[src/lts_pkg.sv]
package lts_pkg;

  // ----------------------------------------------------------------
  // clock and timing
  // ----------------------------------------------------------------
  localparam int CLK_PERIOD_NS = 10;
  localparam int CLK_HZ_INT = 1000000000 / CLK_PERIOD_NS;
  localparam logic [31:0] CLK_HZ = 32'(CLK_HZ_INT);
  localparam int MIN_WIDTH_NS = 1000;
  localparam int MIN_WIDTH_CYC_INT = (MIN_WIDTH_NS + CLK_PERIOD_NS - 1) / CLK_PERIOD_NS;
  localparam logic [31:0] MIN_WIDTH_CYC = 32'(MIN_WIDTH_CYC_INT);
  localparam int NS_PER_US = 1000;
  localparam logic [31:0] CYC_PER_US = 32'(NS_PER_US / CLK_PERIOD_NS);

  // ----------------------------------------------------------------
  // activation edge codes
  // ----------------------------------------------------------------
  localparam logic [1:0] EDGE_RISE = 2'h0;
  localparam logic [1:0] EDGE_FALL = 2'h1;
  localparam logic [1:0] EDGE_BOTH = 2'h2;

  // ----------------------------------------------------------------
  // rescaler fixed point
  // ----------------------------------------------------------------
  localparam int RATE_W = 23;
  localparam int RATE_FRAC = 16;
  localparam logic [RATE_W-1:0] RATE_MIN = 23'h000290;
  localparam logic [RATE_W-1:0] RATE_MAX = 23'h640000;
  localparam int AVG_FRAC = 9;
  localparam int AVG_W = 32 + AVG_FRAC;
  localparam int ACC_W = 32 + RATE_FRAC + 1;
  localparam logic [2:0] FILT_SEL_MAX = 3'h5;
  localparam int FILT_SHIFT_BASE = 4;

  // ----------------------------------------------------------------
  // statistics
  // ----------------------------------------------------------------
  localparam logic [31:0] PERCENT = 32'h00000064;
  localparam logic [31:0] DEV_SAT = 32'h00FFFFFF;
  localparam logic [2:0] JOB_IN_RATE = 3'h0;
  localparam logic [2:0] JOB_OUT_RATE = 3'h1;
  localparam logic [2:0] JOB_IN_JIT = 3'h2;
  localparam logic [2:0] JOB_OUT_JIT = 3'h3;
  localparam logic [2:0] JOB_IN_WIDTH = 3'h4;
  localparam logic [5:0] DIV_LAST_STEP = 6'h1F;

  typedef struct packed {
    logic trig_on;
    logic src_cc1;
    logic [1:0] edge_sel;
    logic [31:0] line_period;
    logic [31:0] min_period;
    logic resc_en;
    logic [RATE_W-1:0] resc_rate;
    logic [2:0] filt_sel;
    logic [15:0] strobe_width;
    logic dir_from_line;
    logic dir_reverse;
  } lts_cfg_t;

  typedef struct packed {
    logic [31:0] in_trig_rate_stat;
    logic [31:0] in_trig_peak_rate_stat;
    logic [31:0] in_trig_jitter_stat;
    logic [31:0] in_trig_width_stat;
    logic [31:0] out_trig_rate_stat;
    logic [31:0] out_trig_jitter_stat;
  } lts_stats_t;

endpackage

[src/lts_top.sv]
// Behaviour
// - pulses under 1 us are dropped
// - strobe pulse starts with each line start
// - trigger off: line starts made internally
// - free run at programmed rate when allowed
// - free run clamped to maximum allowed rate
// - trigger on: one line per qualified event
// - source is external input or CC1
// - rising, falling or both edges selectable
// - line rate follows trigger period
// - rescaler modulates period, else passthrough
// - rescale factor 0.01 to 100
// - averaging filter factor 16 to 512
// - input trigger rate in hertz
// - peak input trigger rate in hertz
// - input trigger jitter in percent
// - input pulse width in microseconds
// - rescaled trigger rate in hertz
// - rescaled trigger jitter in percent
// - direction pin low forward, high reverse
`timescale 1ns/100ps
module lts_top (
  input wire logic core_clk_i,
  input wire logic rst_n_i,
  input wire logic ext_trig_i,
  input wire logic cc1_trig_i,
  input wire logic scan_dir_i,
  input wire lts_pkg::lts_cfg_t cfg_i,
  output logic line_start_o,
  output logic strobe_o,
  output logic scan_reverse_o,
  output lts_pkg::lts_stats_t stats_o
);

  typedef struct packed {
    logic src_prev;
    logic q_busy;
    logic q_lvl;
    logic [31:0] q_cnt;
    logic [31:0] width_lat;
    logic [31:0] in_cnt;
    logic [31:0] in_per;
    logic [31:0] in_prev;
    logic [1:0] in_seen;
    logic [lts_pkg::AVG_W-1:0] r_avg;
    logic r_valid;
    logic [lts_pkg::ACC_W-1:0] r_acc;
    logic [31:0] out_cnt;
    logic [31:0] out_per;
    logic [31:0] out_prev;
    logic [1:0] out_seen;
    logic [31:0] fr_cnt;
    logic ls;
    logic [15:0] strb_cnt;
    logic strb;
    logic rev;
    logic div_busy;
    logic [2:0] div_job;
    logic [5:0] div_step;
    logic [31:0] div_num;
    logic [31:0] div_den;
    logic [32:0] div_rem;
    logic [31:0] div_quo;
    lts_pkg::lts_stats_t stats;
  } lts_state_t;

  lts_state_t st_reg;
  lts_state_t st_next;
  logic [2:0] pin_lvl;

  // ----------------------------------------------------------------
  // pin synchroniser
  // ----------------------------------------------------------------
  lts_pin_sync #(
    .W(3)
  ) u_sync (
    .core_clk_i(core_clk_i),
    .rst_n_i(rst_n_i),
    .pin_i({scan_dir_i, cc1_trig_i, ext_trig_i}),
    .level_o(pin_lvl)
  );

  // ----------------------------------------------------------------
  // helpers
  // ----------------------------------------------------------------
  function automatic logic [31:0] abs_dev(input logic [31:0] a, input logic [31:0] b);
    logic [31:0] d;
    d = (a > b) ? (a - b) : (b - a);
    abs_dev = (d > lts_pkg::DEV_SAT) ? lts_pkg::DEV_SAT : d;
  endfunction

  function automatic logic [31:0] sat_inc(input logic [31:0] v);
    sat_inc = (v == 32'hFFFFFFFF) ? v : (v + 32'h00000001);
  endfunction

  // ----------------------------------------------------------------
  // next state
  // ----------------------------------------------------------------
  logic src;
  logic edge_hit;
  logic want_lvl;
  logic q_event;
  logic fr_fire;
  logic resc_fire;
  logic line_fire;
  logic [31:0] eff_per;
  logic [lts_pkg::RATE_W-1:0] rate_cl;
  logic [2:0] filt;
  logic signed [lts_pkg::AVG_W:0] avg_diff;
  logic [lts_pkg::ACC_W-1:0] acc_sum;
  logic [lts_pkg::ACC_W-1:0] thr;
  logic [32:0] rem_sh;
  logic [31:0] quo_new;
  logic [31:0] num_sel;
  logic [31:0] den_sel;

  always_comb begin
    st_next = st_reg;
    q_event = 1'b0;
    fr_fire = 1'b0;
    resc_fire = 1'b0;
    num_sel = 32'h00000000;
    den_sel = 32'h00000000;
    rem_sh = 33'h000000000;
    quo_new = 32'h00000000;

    // source select and edge detect
    src = cfg_i.src_cc1 ? pin_lvl[1] : pin_lvl[0];
    st_next.src_prev = src;
    edge_hit = src != st_reg.src_prev;
    case (cfg_i.edge_sel)
      lts_pkg::EDGE_RISE: want_lvl = edge_hit && src;
      lts_pkg::EDGE_FALL: want_lvl = edge_hit && !src;
      default: want_lvl = edge_hit;
    endcase

    // width qualification of the running pulse
    if (st_reg.q_busy) begin
      if (src == st_reg.q_lvl) begin
        st_next.q_cnt = sat_inc(st_reg.q_cnt);
        q_event = st_next.q_cnt == lts_pkg::MIN_WIDTH_CYC;
      end else begin
        st_next.q_busy = 1'b0;
        if (st_reg.q_cnt >= lts_pkg::MIN_WIDTH_CYC) begin
          st_next.width_lat = st_reg.q_cnt;
        end
      end
    end
    if (want_lvl && cfg_i.trig_on) begin
      st_next.q_busy = 1'b1;
      st_next.q_lvl = src;
      st_next.q_cnt = 32'h00000001;
    end
    if (!cfg_i.trig_on) begin
      st_next.q_busy = 1'b0;
    end

    // input period measurement
    st_next.in_cnt = sat_inc(st_reg.in_cnt);
    if (q_event) begin
      st_next.in_cnt = 32'h00000001;
      if (st_reg.in_seen != 2'h0) begin
        st_next.in_prev = st_reg.in_per;
        st_next.in_per = st_reg.in_cnt;
      end
      if (st_reg.in_seen != 2'h3) begin
        st_next.in_seen = st_reg.in_seen + 2'h1;
      end
    end

    // rescaler: averaged period and phase accumulator
    if (cfg_i.resc_rate < lts_pkg::RATE_MIN) begin
      rate_cl = lts_pkg::RATE_MIN;
    end else if (cfg_i.resc_rate > lts_pkg::RATE_MAX) begin
      rate_cl = lts_pkg::RATE_MAX;
    end else begin
      rate_cl = cfg_i.resc_rate;
    end
    filt = (cfg_i.filt_sel > lts_pkg::FILT_SEL_MAX) ? lts_pkg::FILT_SEL_MAX : cfg_i.filt_sel;
    avg_diff = $signed({1'b0, st_reg.in_cnt, {lts_pkg::AVG_FRAC{1'b0}}}) - $signed({1'b0, st_reg.r_avg});
    if (q_event && st_reg.in_seen != 2'h0) begin
      if (!st_reg.r_valid) begin
        st_next.r_avg = {st_reg.in_cnt, {lts_pkg::AVG_FRAC{1'b0}}};
        st_next.r_valid = 1'b1;
      end else begin
        st_next.r_avg = lts_pkg::AVG_W'(st_reg.r_avg
          + lts_pkg::AVG_W'(avg_diff >>> (int'(filt) + lts_pkg::FILT_SHIFT_BASE)));
      end
    end
    thr = {1'b0, st_reg.r_avg, {(lts_pkg::RATE_FRAC - lts_pkg::AVG_FRAC){1'b0}}};
    acc_sum = st_reg.r_acc + lts_pkg::ACC_W'(rate_cl);
    if (cfg_i.trig_on && cfg_i.resc_en && st_reg.r_valid) begin
      if (acc_sum >= thr) begin
        st_next.r_acc = acc_sum - thr;
        resc_fire = 1'b1;
      end else begin
        st_next.r_acc = acc_sum;
      end
    end else begin
      st_next.r_acc = '0;
    end
    if (!cfg_i.trig_on) begin
      st_next.r_valid = 1'b0;
      st_next.in_seen = 2'h0;
    end

    // rescaled period measurement
    st_next.out_cnt = sat_inc(st_reg.out_cnt);
    if (resc_fire) begin
      st_next.out_cnt = 32'h00000001;
      if (st_reg.out_seen != 2'h0) begin
        st_next.out_prev = st_reg.out_per;
        st_next.out_per = st_reg.out_cnt;
      end
      if (st_reg.out_seen != 2'h3) begin
        st_next.out_seen = st_reg.out_seen + 2'h1;
      end
    end

    // free-running line generator
    eff_per = (cfg_i.line_period > cfg_i.min_period) ? cfg_i.line_period : cfg_i.min_period;
    if (cfg_i.trig_on) begin
      st_next.fr_cnt = 32'h00000000;
    end else if (sat_inc(st_reg.fr_cnt) >= eff_per) begin
      st_next.fr_cnt = 32'h00000000;
      fr_fire = 1'b1;
    end else begin
      st_next.fr_cnt = st_reg.fr_cnt + 32'h00000001;
    end

    // line start selection
    if (!cfg_i.trig_on) begin
      line_fire = fr_fire;
    end else if (cfg_i.resc_en) begin
      line_fire = resc_fire;
    end else begin
      line_fire = q_event;
    end
    st_next.ls = line_fire;

    // strobe timed by the line start
    if (line_fire) begin
      st_next.strb_cnt = cfg_i.strobe_width;
    end else if (st_reg.strb_cnt != 16'h0000) begin
      st_next.strb_cnt = st_reg.strb_cnt - 16'h0001;
    end
    st_next.strb = st_next.strb_cnt != 16'h0000;

    // scan direction
    st_next.rev = cfg_i.dir_from_line ? pin_lvl[2] : cfg_i.dir_reverse;

    // statistics divider, one job at a time
    case (st_reg.div_job)
      lts_pkg::JOB_IN_RATE: begin
        num_sel = lts_pkg::CLK_HZ;
        den_sel = st_reg.in_per;
      end
      lts_pkg::JOB_OUT_RATE: begin
        num_sel = lts_pkg::CLK_HZ;
        den_sel = st_reg.out_per;
      end
      lts_pkg::JOB_IN_JIT: begin
        num_sel = 32'(abs_dev(st_reg.in_per, st_reg.in_prev) * lts_pkg::PERCENT);
        den_sel = st_reg.in_prev;
      end
      lts_pkg::JOB_OUT_JIT: begin
        num_sel = 32'(abs_dev(st_reg.out_per, st_reg.out_prev) * lts_pkg::PERCENT);
        den_sel = st_reg.out_prev;
      end
      default: begin
        num_sel = st_reg.width_lat;
        den_sel = lts_pkg::CYC_PER_US;
      end
    endcase

    if (!st_reg.div_busy) begin
      st_next.div_num = num_sel;
      st_next.div_den = den_sel;
      st_next.div_rem = 33'h000000000;
      st_next.div_quo = 32'h00000000;
      st_next.div_step = 6'h00;
      st_next.div_busy = den_sel != 32'h00000000;
      if (den_sel == 32'h00000000) begin
        case (st_reg.div_job)
          lts_pkg::JOB_IN_RATE: st_next.stats.in_trig_rate_stat = 32'h00000000;
          lts_pkg::JOB_OUT_RATE: st_next.stats.out_trig_rate_stat = 32'h00000000;
          lts_pkg::JOB_IN_JIT: st_next.stats.in_trig_jitter_stat = 32'h00000000;
          lts_pkg::JOB_OUT_JIT: st_next.stats.out_trig_jitter_stat = 32'h00000000;
          default: st_next.stats.in_trig_width_stat = 32'h00000000;
        endcase
        st_next.div_job = (st_reg.div_job == lts_pkg::JOB_IN_WIDTH) ? lts_pkg::JOB_IN_RATE
                          : (st_reg.div_job + 3'h1);
      end
    end else begin
      rem_sh = {st_reg.div_rem[31:0], st_reg.div_num[31]};
      if (rem_sh >= {1'b0, st_reg.div_den}) begin
        st_next.div_rem = rem_sh - {1'b0, st_reg.div_den};
        quo_new = {st_reg.div_quo[30:0], 1'b1};
      end else begin
        st_next.div_rem = rem_sh;
        quo_new = {st_reg.div_quo[30:0], 1'b0};
      end
      st_next.div_quo = quo_new;
      st_next.div_num = {st_reg.div_num[30:0], 1'b0};
      st_next.div_step = st_reg.div_step + 6'h01;
      if (st_reg.div_step == lts_pkg::DIV_LAST_STEP) begin
        st_next.div_busy = 1'b0;
        case (st_reg.div_job)
          lts_pkg::JOB_IN_RATE: begin
            st_next.stats.in_trig_rate_stat = quo_new;
            if (quo_new > st_reg.stats.in_trig_peak_rate_stat) begin
              st_next.stats.in_trig_peak_rate_stat = quo_new;
            end
          end
          lts_pkg::JOB_OUT_RATE: st_next.stats.out_trig_rate_stat = quo_new;
          lts_pkg::JOB_IN_JIT: st_next.stats.in_trig_jitter_stat = quo_new;
          lts_pkg::JOB_OUT_JIT: st_next.stats.out_trig_jitter_stat = quo_new;
          default: st_next.stats.in_trig_width_stat = quo_new;
        endcase
        st_next.div_job = (st_reg.div_job == lts_pkg::JOB_IN_WIDTH) ? lts_pkg::JOB_IN_RATE
                          : (st_reg.div_job + 3'h1);
      end
    end
  end

  // ----------------------------------------------------------------
  // state register
  // ----------------------------------------------------------------
  always_ff @(posedge core_clk_i or negedge rst_n_i) begin
    if (!rst_n_i) begin
      st_reg <= '0;
    end else begin
      st_reg <= st_next;
    end
  end

  // ----------------------------------------------------------------
  // outputs
  // ----------------------------------------------------------------
  assign line_start_o = st_reg.ls;
  assign strobe_o = st_reg.strb;
  assign scan_reverse_o = st_reg.rev;
  assign stats_o = st_reg.stats;

endmodule

[src/lts_pin_sync.sv]
`timescale 1ns/100ps
module lts_pin_sync #(
  parameter int W = 3
) (
  input wire logic core_clk_i,
  input wire logic rst_n_i,
  input wire logic [W-1:0] pin_i,
  output logic [W-1:0] level_o
);

  typedef struct packed {
    logic [W-1:0] s1;
    logic [W-1:0] s2;
    logic [W-1:0] s3;
    logic [W-1:0] lvl;
  } lts_sync_st_t;

  lts_sync_st_t st_reg;
  lts_sync_st_t st_next;

  // ----------------------------------------------------------------
  // three stages, level moves once stages two and three agree
  // ----------------------------------------------------------------
  always_comb begin
    st_next = st_reg;
    st_next.s1 = pin_i;
    st_next.s2 = st_reg.s1;
    st_next.s3 = st_reg.s2;
    st_next.lvl = (st_reg.s2 & st_reg.s3) | (st_reg.lvl & (st_reg.s2 | st_reg.s3));
  end

  always_ff @(posedge core_clk_i or negedge rst_n_i) begin
    if (!rst_n_i) begin
      st_reg <= '0;
    end else begin
      st_reg <= st_next;
    end
  end

  assign level_o = st_reg.lvl;

endmodule

[config.mk]
export PLATFORM = sky130hd
export DESIGN_NAME = lts_top
export DESIGN_NICKNAME = d
export VERILOG_FILES = /design/src/lts_pkg.sv /design/src/lts_top.sv /design/src/lts_pin_sync.sv
export SDC_FILE = /design/constraint.sdc
export NUM_CORES = 2
export LEC_CHECK = 0
export ABC_AREA = 0
export CAP_MARGIN = 20
export CELL_PAD_IN_SITES_DETAIL_PLACEMENT = 0
export CELL_PAD_IN_SITES_GLOBAL_PLACEMENT = 2
export CORE_MARGIN = 2
export CORE_UTILIZATION = 41
export CTS_CLUSTER_SIZE = 28
export DETAILED_ROUTE_END_ITERATION = 12
export DONT_BUFFER_PORTS = 1
export HOLD_SLACK_MARGIN = 0.08
export PLACE_DENSITY = 0.86
export SETUP_SLACK_MARGIN = 0.5
export SYNTH_ARGS = -nofsm -noshare
export SYNTH_HDL_FRONTEND = slang
export SYNTH_SLANG_ARGS = --single-unit
[constraint.sdc]
create_clock -name core_clk_i -period 9.3 [get_ports core_clk_i]
set_input_delay 1.395 -clock core_clk_i [delete_from_list [all_inputs] [get_ports core_clk_i]]
set_output_delay 1.395 -clock core_clk_i [all_outputs]
set_load 0.01 [all_outputs]
* Word-level counts from Yosys, hierarchy flattened
Cells that the tools add are included.
** Storage, ports and cells
- Logic and storage cells :: 204
- Flip-flop bits (word level) :: 746
- Bits of input ports :: 118
** Operators by class
- Mux-type cells :: 71
- Shift operators :: 1
- Order comparisons :: 13
- Bitwise operators :: 6
- Reduce and logical (&&, ||, !) cells :: 33
- Multipliers :: 2
- Equality and inequality tests :: 21
- Add/subtract/negate cells :: 19
** Operators with widths (count)
- $mux 32 :: 27
- $mux 128 :: 2
- $mux 64 :: 4
- $mux 98 :: 2
- $mux 192 :: 1
- $sub 32x32->32 :: 5
- $add 32x1->32 const B :: 4
- $eq 32x32->1 const B :: 4
- $gt 32x32->1 :: 4
- $pmux 32 s4 :: 1
- $mux 49 :: 2
- $mux 96 :: 1
- $pmux 32 s3 :: 1
- $gt 32x24->1 const B :: 2
- $mul 32x5->30 const B :: 2
- $add 49x23->49 :: 1
- $ge 49x48->1 :: 1
- $sub 49x48->49 :: 1
- $mux 23 :: 2
- $mux 42 :: 1
- $sshr 42x4->41 :: 1
- $sub 41x41->42 :: 1
- $add 41x41->41 :: 1
- $mux 41 :: 1
- 44 further kinds :: 94

* Depth between registers and ports, before layout
- Depth in word-level cells :: 11
- Gate-level depth with buffers :: 37

* Cells and area by module
From an unflattened synthesis, not the netlist that was laid out.
** Second synthesis, totals
- Cells, all modules :: 6943
- Area, all modules :: 59121.7 um2
** By module, submodules not included
- lts_top :: instances 1, cells an instance 6925, seq. area each 18367.6 um2, area each 58765.1 um2
- lts_pin_sync :: instances 1, cells an instance 18, seq. area each 300.3 um2, area each 356.6 um2

* Worst setup path after synthesis
OpenSTA, ideal clock, no wires.
- Kind :: in2reg
- From :: input cfg_i[34] in the netlist's numbering
- To :: register st_reg[442] in the netlist's numbering
- Library setup time :: 0.125 ns
- Data required time :: 9.175 ns
- Stages :: 32
- Arrival :: 7.586 ns
- Setup slack :: 1.589 ns
- Path buffers :: 1
- Cells stage by stage :: or4_1 -> nor2_1 -> nand3_1 -> o41ai_1 -> a21oi_1 -> nor2b_1 -> nand2_1 -> inv_1 -> ha_1 -> a21o_1 -> a21oi_1 -> o21ai_0 -> a21oi_1 -> a21oi_1 -> a221o_1 -> a311oi_1 -> nor3_1 -> and3_1 -> xor2_1 -> ha_1 -> nand3_1 -> nand2b_1 -> nor2_1 -> o21ai_0 -> a21oi_1 -> o21ai_0 -> a31oi_1 -> nand3b_1 -> nand2_1 -> nor2_2 -> buf_2 -> mux2_2
** On the way
- Longest elaborated chain between the ends :: 8
** Ends and longest elaborated chain
- from (decl) :: line lts_top.sv:28 : input wire lts_pkg::lts_cfg_t cfg_i,
- $gt 23x23->1 :: line lts_top.sv:174 : end else if (cfg_i.resc_rate > lts_pkg::RATE_MAX) begin
- $mux 23 :: line lts_top.sv:174
- $mux 23 (*) :: line lts_top.sv:172 : if (cfg_i.resc_rate < lts_pkg::RATE_MIN) begin
- $add 49x23->49 (*) :: line lts_top.sv:191 : acc_sum = st_reg.r_acc + lts_pkg::ACC_W'(rate_cl);
- $ge 49x48->1 (*) :: line lts_top.sv:193 : if (acc_sum >= thr) begin
- $mux 1 (*) :: line lts_top.sv:193
- $mux 1 (*) :: line lts_top.sv:192 : if (cfg_i.trig_on && cfg_i.resc_en && st_reg.r_valid) begin
- $reduce_and 2->1 (no line) (*)
- to (signal assigned) :: line lts_top.sv:333 : st_reg <= st_next;
- to (decl) :: line lts_top.sv:67 : lts_state_t st_reg;
Mark *: on every way between the ends. The rest lies on a longest branch, timed or not.
A chain may end at the register's enable or synchronous reset.

==> run summary <==
Status = finished, final reports clean
Highest fanout seen on the critical path = 13
Sink of the worst hold path = u_sync.st_next[4]
CTS buffer count = 89
CP Data Required Time = 9.87 ns
Number of synthesized flops with an enable pin = 0
Full die area = 147000 µm²
Global-route wire length before repair = 269000 µm
Reg2Reg Setup Slack = 0.84 ns
Area leader, netlist = dfrtp_1
Worst-margin pin slew = 1.28 ns
Via count of the routed design = 47800
Pre-Repair DR Iteration Count = 8
Final hold viol count = 0
Average size of a mapped cell = 8.71 µm²
Share of the synthesized area in the top cell type = 0.317
Endpoint of the lowest-slack register-to-register path = st_reg[319]
Rows = 139
Max incr delay on CP = 0.63 ns
Port Buffers = 0
Clock tree from TritonCTS = yes
Main area contributors after synthesis = dfrtp_1 (32%), ha_1 (12%), a21oi_1 (3.8%), inv_1 (3.7%), nor2_1 (3.4%)
Area fraction in and, or, nand and nor cells after synthesis = 0.153
PD cells = 120 nW/µm²
Max IR drop VDD = 0.176 mV
Drc violations = 0
Most common library cell in the layout ignoring fill and taps = dfrtp_1
Dominant synthesized flop cell = dfrtp_1
Count of final max-slew check failures = 0
Final setup vio count = 0
Post-synthesis sequential area ratio = 0.317
Number of buffers inserted by hold repair at cts = 0
Cell leakage power = 29.2 nW
Share of cells above drive strength 1 = 0.0706
Area of the placeable core = 143000 µm²
# diodes = 0
Total of flip-flops plus latches after synthesis = 746
Path class of the lowest-slack min-delay path = flip-flop to flip-flop
Number of nets with antenna violations after routing = 0
Clock Tree Buf Depth = 3
X dimension of the die = 383 µm
Type of the setup path with the least slack = flip-flop to flip-flop
Wire length per cell after detailed routing = 20.4 µm
Min-Delay Path Depth = 0
Total wirelength of the detailed-routed design = 172000 µm
Largest family of logic cells by synthesized area = compound AO/OA/AOI/OAI gates
Initial DRC count = 3287
Layout Utilization = 0.439
Count of distinct cell types in the synthesized netlist = 100
Final Instance Count excl. Fillers = 8429
Number of clock sinks = 746
Proportion of register bits with asynchronous set or reset after synthesis = 1.00
Syn Std Cell Area = 58900 µm²
Adder-Cell Fraction of Synth Area = 0.139
Final cycle utilization of the critical path = 0.909
Area share of xor/xnor cells in the synthesized design = 0.0571
Worst skew pair latency = 0.74 ns
Setup repair after global routing missed its margin = true
Crit path launch type = flip-flop
Count of filler cells inserted in the layout = 14006
Synth Instances = 6769
Initial Util = 0.412
Area taken by multi-input logic gates = 35700 µm²
Global-route congestion overflow total = 0
Depth of the worst register-to-register path = 33
Maximum number of pins on one net before global-route repair = 197
GRT Resource Usage Total = 0.229
Worst-case clock skew = 0.0824 ns
Startpoint of the lowest-slack hold path = u_sync.st_next[7]
Compound-cell area share of the yosys netlist = 0.197
WP data arrival = 9.03 ns
Number of placed instances, taps included = 8260
Reg-to-reg critical path startpoint = st_reg[573]
Multiplexer share of the synthesized area = 0.0538
Type of element capturing the critical path = flip-flop
Number of antenna violations at the first check in global routing = 3
Detailed placer's ending HPWL = 129000 µm
Number of flip-flops in the largest register = 539
Fin nets = 7191
Vias in the first global route = 46260
Area growth from synthesis to final layout = 6.59%
CTS H-tree lvls = 3
Clock transition at path regs = 0.06 ns
Most frequent cells in the layout = dfrtp_1 (743), inv_1 (576), ha_1 (550)
Count of yosys warnings during synthesis = 0
Max capacitance violation total = 0
Relative slew margins = 0.145
Max Freq = 118 MHz
Vias per inst = 5.67
Number of top-level pins = 313
Reg area = 18700 µm²
Cell type of the slowest stage on the worst timing path = or4b_1
Final critical path time including I/O delays and setup = 8.46 ns
Cell chosen for the clock root = clkbuf_16
GPL Wtd Cong = 0.915
DIE HEIGHT = 383 µm
==> power by group <==
part,switching (W),internal (W)
logic,0.000324,0.000223
registers,0.0000466,0.00328
clock network,0.00158,0.00211
==> worst max-delay path, delay by kind of cell, from the launching register on <==
family	cells	cell delay, ns
buffers and inverters	5	0.47
XOR/XNOR	1	0.13
adder cells (fa/ha/maj)	6	1.96
AND/OR/NAND/NOR	5	1.65
flip-flops	1	0.41
AO/OA/AOI/OAI	16	3.74
==> metrics by stage <==
step	setup TNS, ns	power (W)	cell area (µm²)	hold slack (ns)	worst slack [ns]
6_report	0	0.00756	62800	0.356	0.845
5_1_grt	0	0.00787	62800	0.334	0.384
4_1_cts	0	0.00766	62600	0.323	0.524
3_5_place_dp	-0.0879	0.00393	59500	0.343	-0.0210
3_3_place_gp	0	0.00392	59500	0.336	0.0232
2_1_floorplan	0	0.00376	59000	0.331	1.59
==> cell type report <==
| type | instances | share of cell area |
|---|---|---|
| Clock buffer | 117 | 0.0384 |
| Tap cell | 1903 | 0.0379 |
| Clock inverter | 44 | 0.0104 |
| Multi-Input combinational cell | 4949 | 0.568 |
| Sequential cell | 746 | 0.297 |
| Timing Repair Buffer | 92 | 0.0135 |
| Inverter | 578 | 0.0345 |
==> what timing repair did <==
item,CTS,global route
buffers inserted,0,7
gates resized for setup,1,33
endpoints found under the setup margin,1,125
pin swaps,0,8
gates cloned,0,0
==> how the worst max path moves through the flow <==
stage,from,to,slack (ns),cells past startpoint
floorplan,cfg_i[34],st_reg[442],1.59,32
global placement,cfg_i[34],strobe_o,0.02,31
detailed placement,cfg_i[34],st_reg[348],-0.02,31
CTS,st_reg[600],st_reg[319],0.52,31
global route,st_reg[573],st_reg[319],0.38,33
finish,st_reg[573],st_reg[319],0.84,33
==> Yosys cell counts, drive strengths merged (40+ instances only) <==
master / instances
nand2: 531
mux2i: 175
or3: 52
o21ai: 405
and2: 89
nor2: 534
a21oi: 447
fa: 56
dfrtp: 746
a21o: 147
xor2: 162
o21a: 60
nand3: 150
buf: 279
mux2: 121
a211oi: 67
a22oi: 54
and3: 58
nor4: 41
nor3: 110
a31oi: 55
inv: 578
o211ai: 46
ha: 561
xnor2: 222
a32o: 157
nand2b: 72
nand4: 88
clkbuf: 231
nor2b: 84
o21bai: 40
==> routing by layer <==
layer | vias up | wire length (µm) | global-route usage
met3 | 244 | 8320 | 0.0306
met1 | 23404 | 78800 | 0.313
met4 | 0 | 5390 | 0.0744
met2 | 1028 | 79200 | 0.373
li1 | 23124 | - | -
met5 | - | 0 | 0
==> kinds of logic after synthesis <==
kind of cell,count (synthesis)
other,2
flip-flops,746
multiplexers,297
adder cells (fa/ha/maj),620
XOR/XNOR,384
AND/OR/NAND/NOR,1889
buffers and inverters,1088
AO/OA/AOI/OAI,1743
Power figures use the tool's default switching activity.
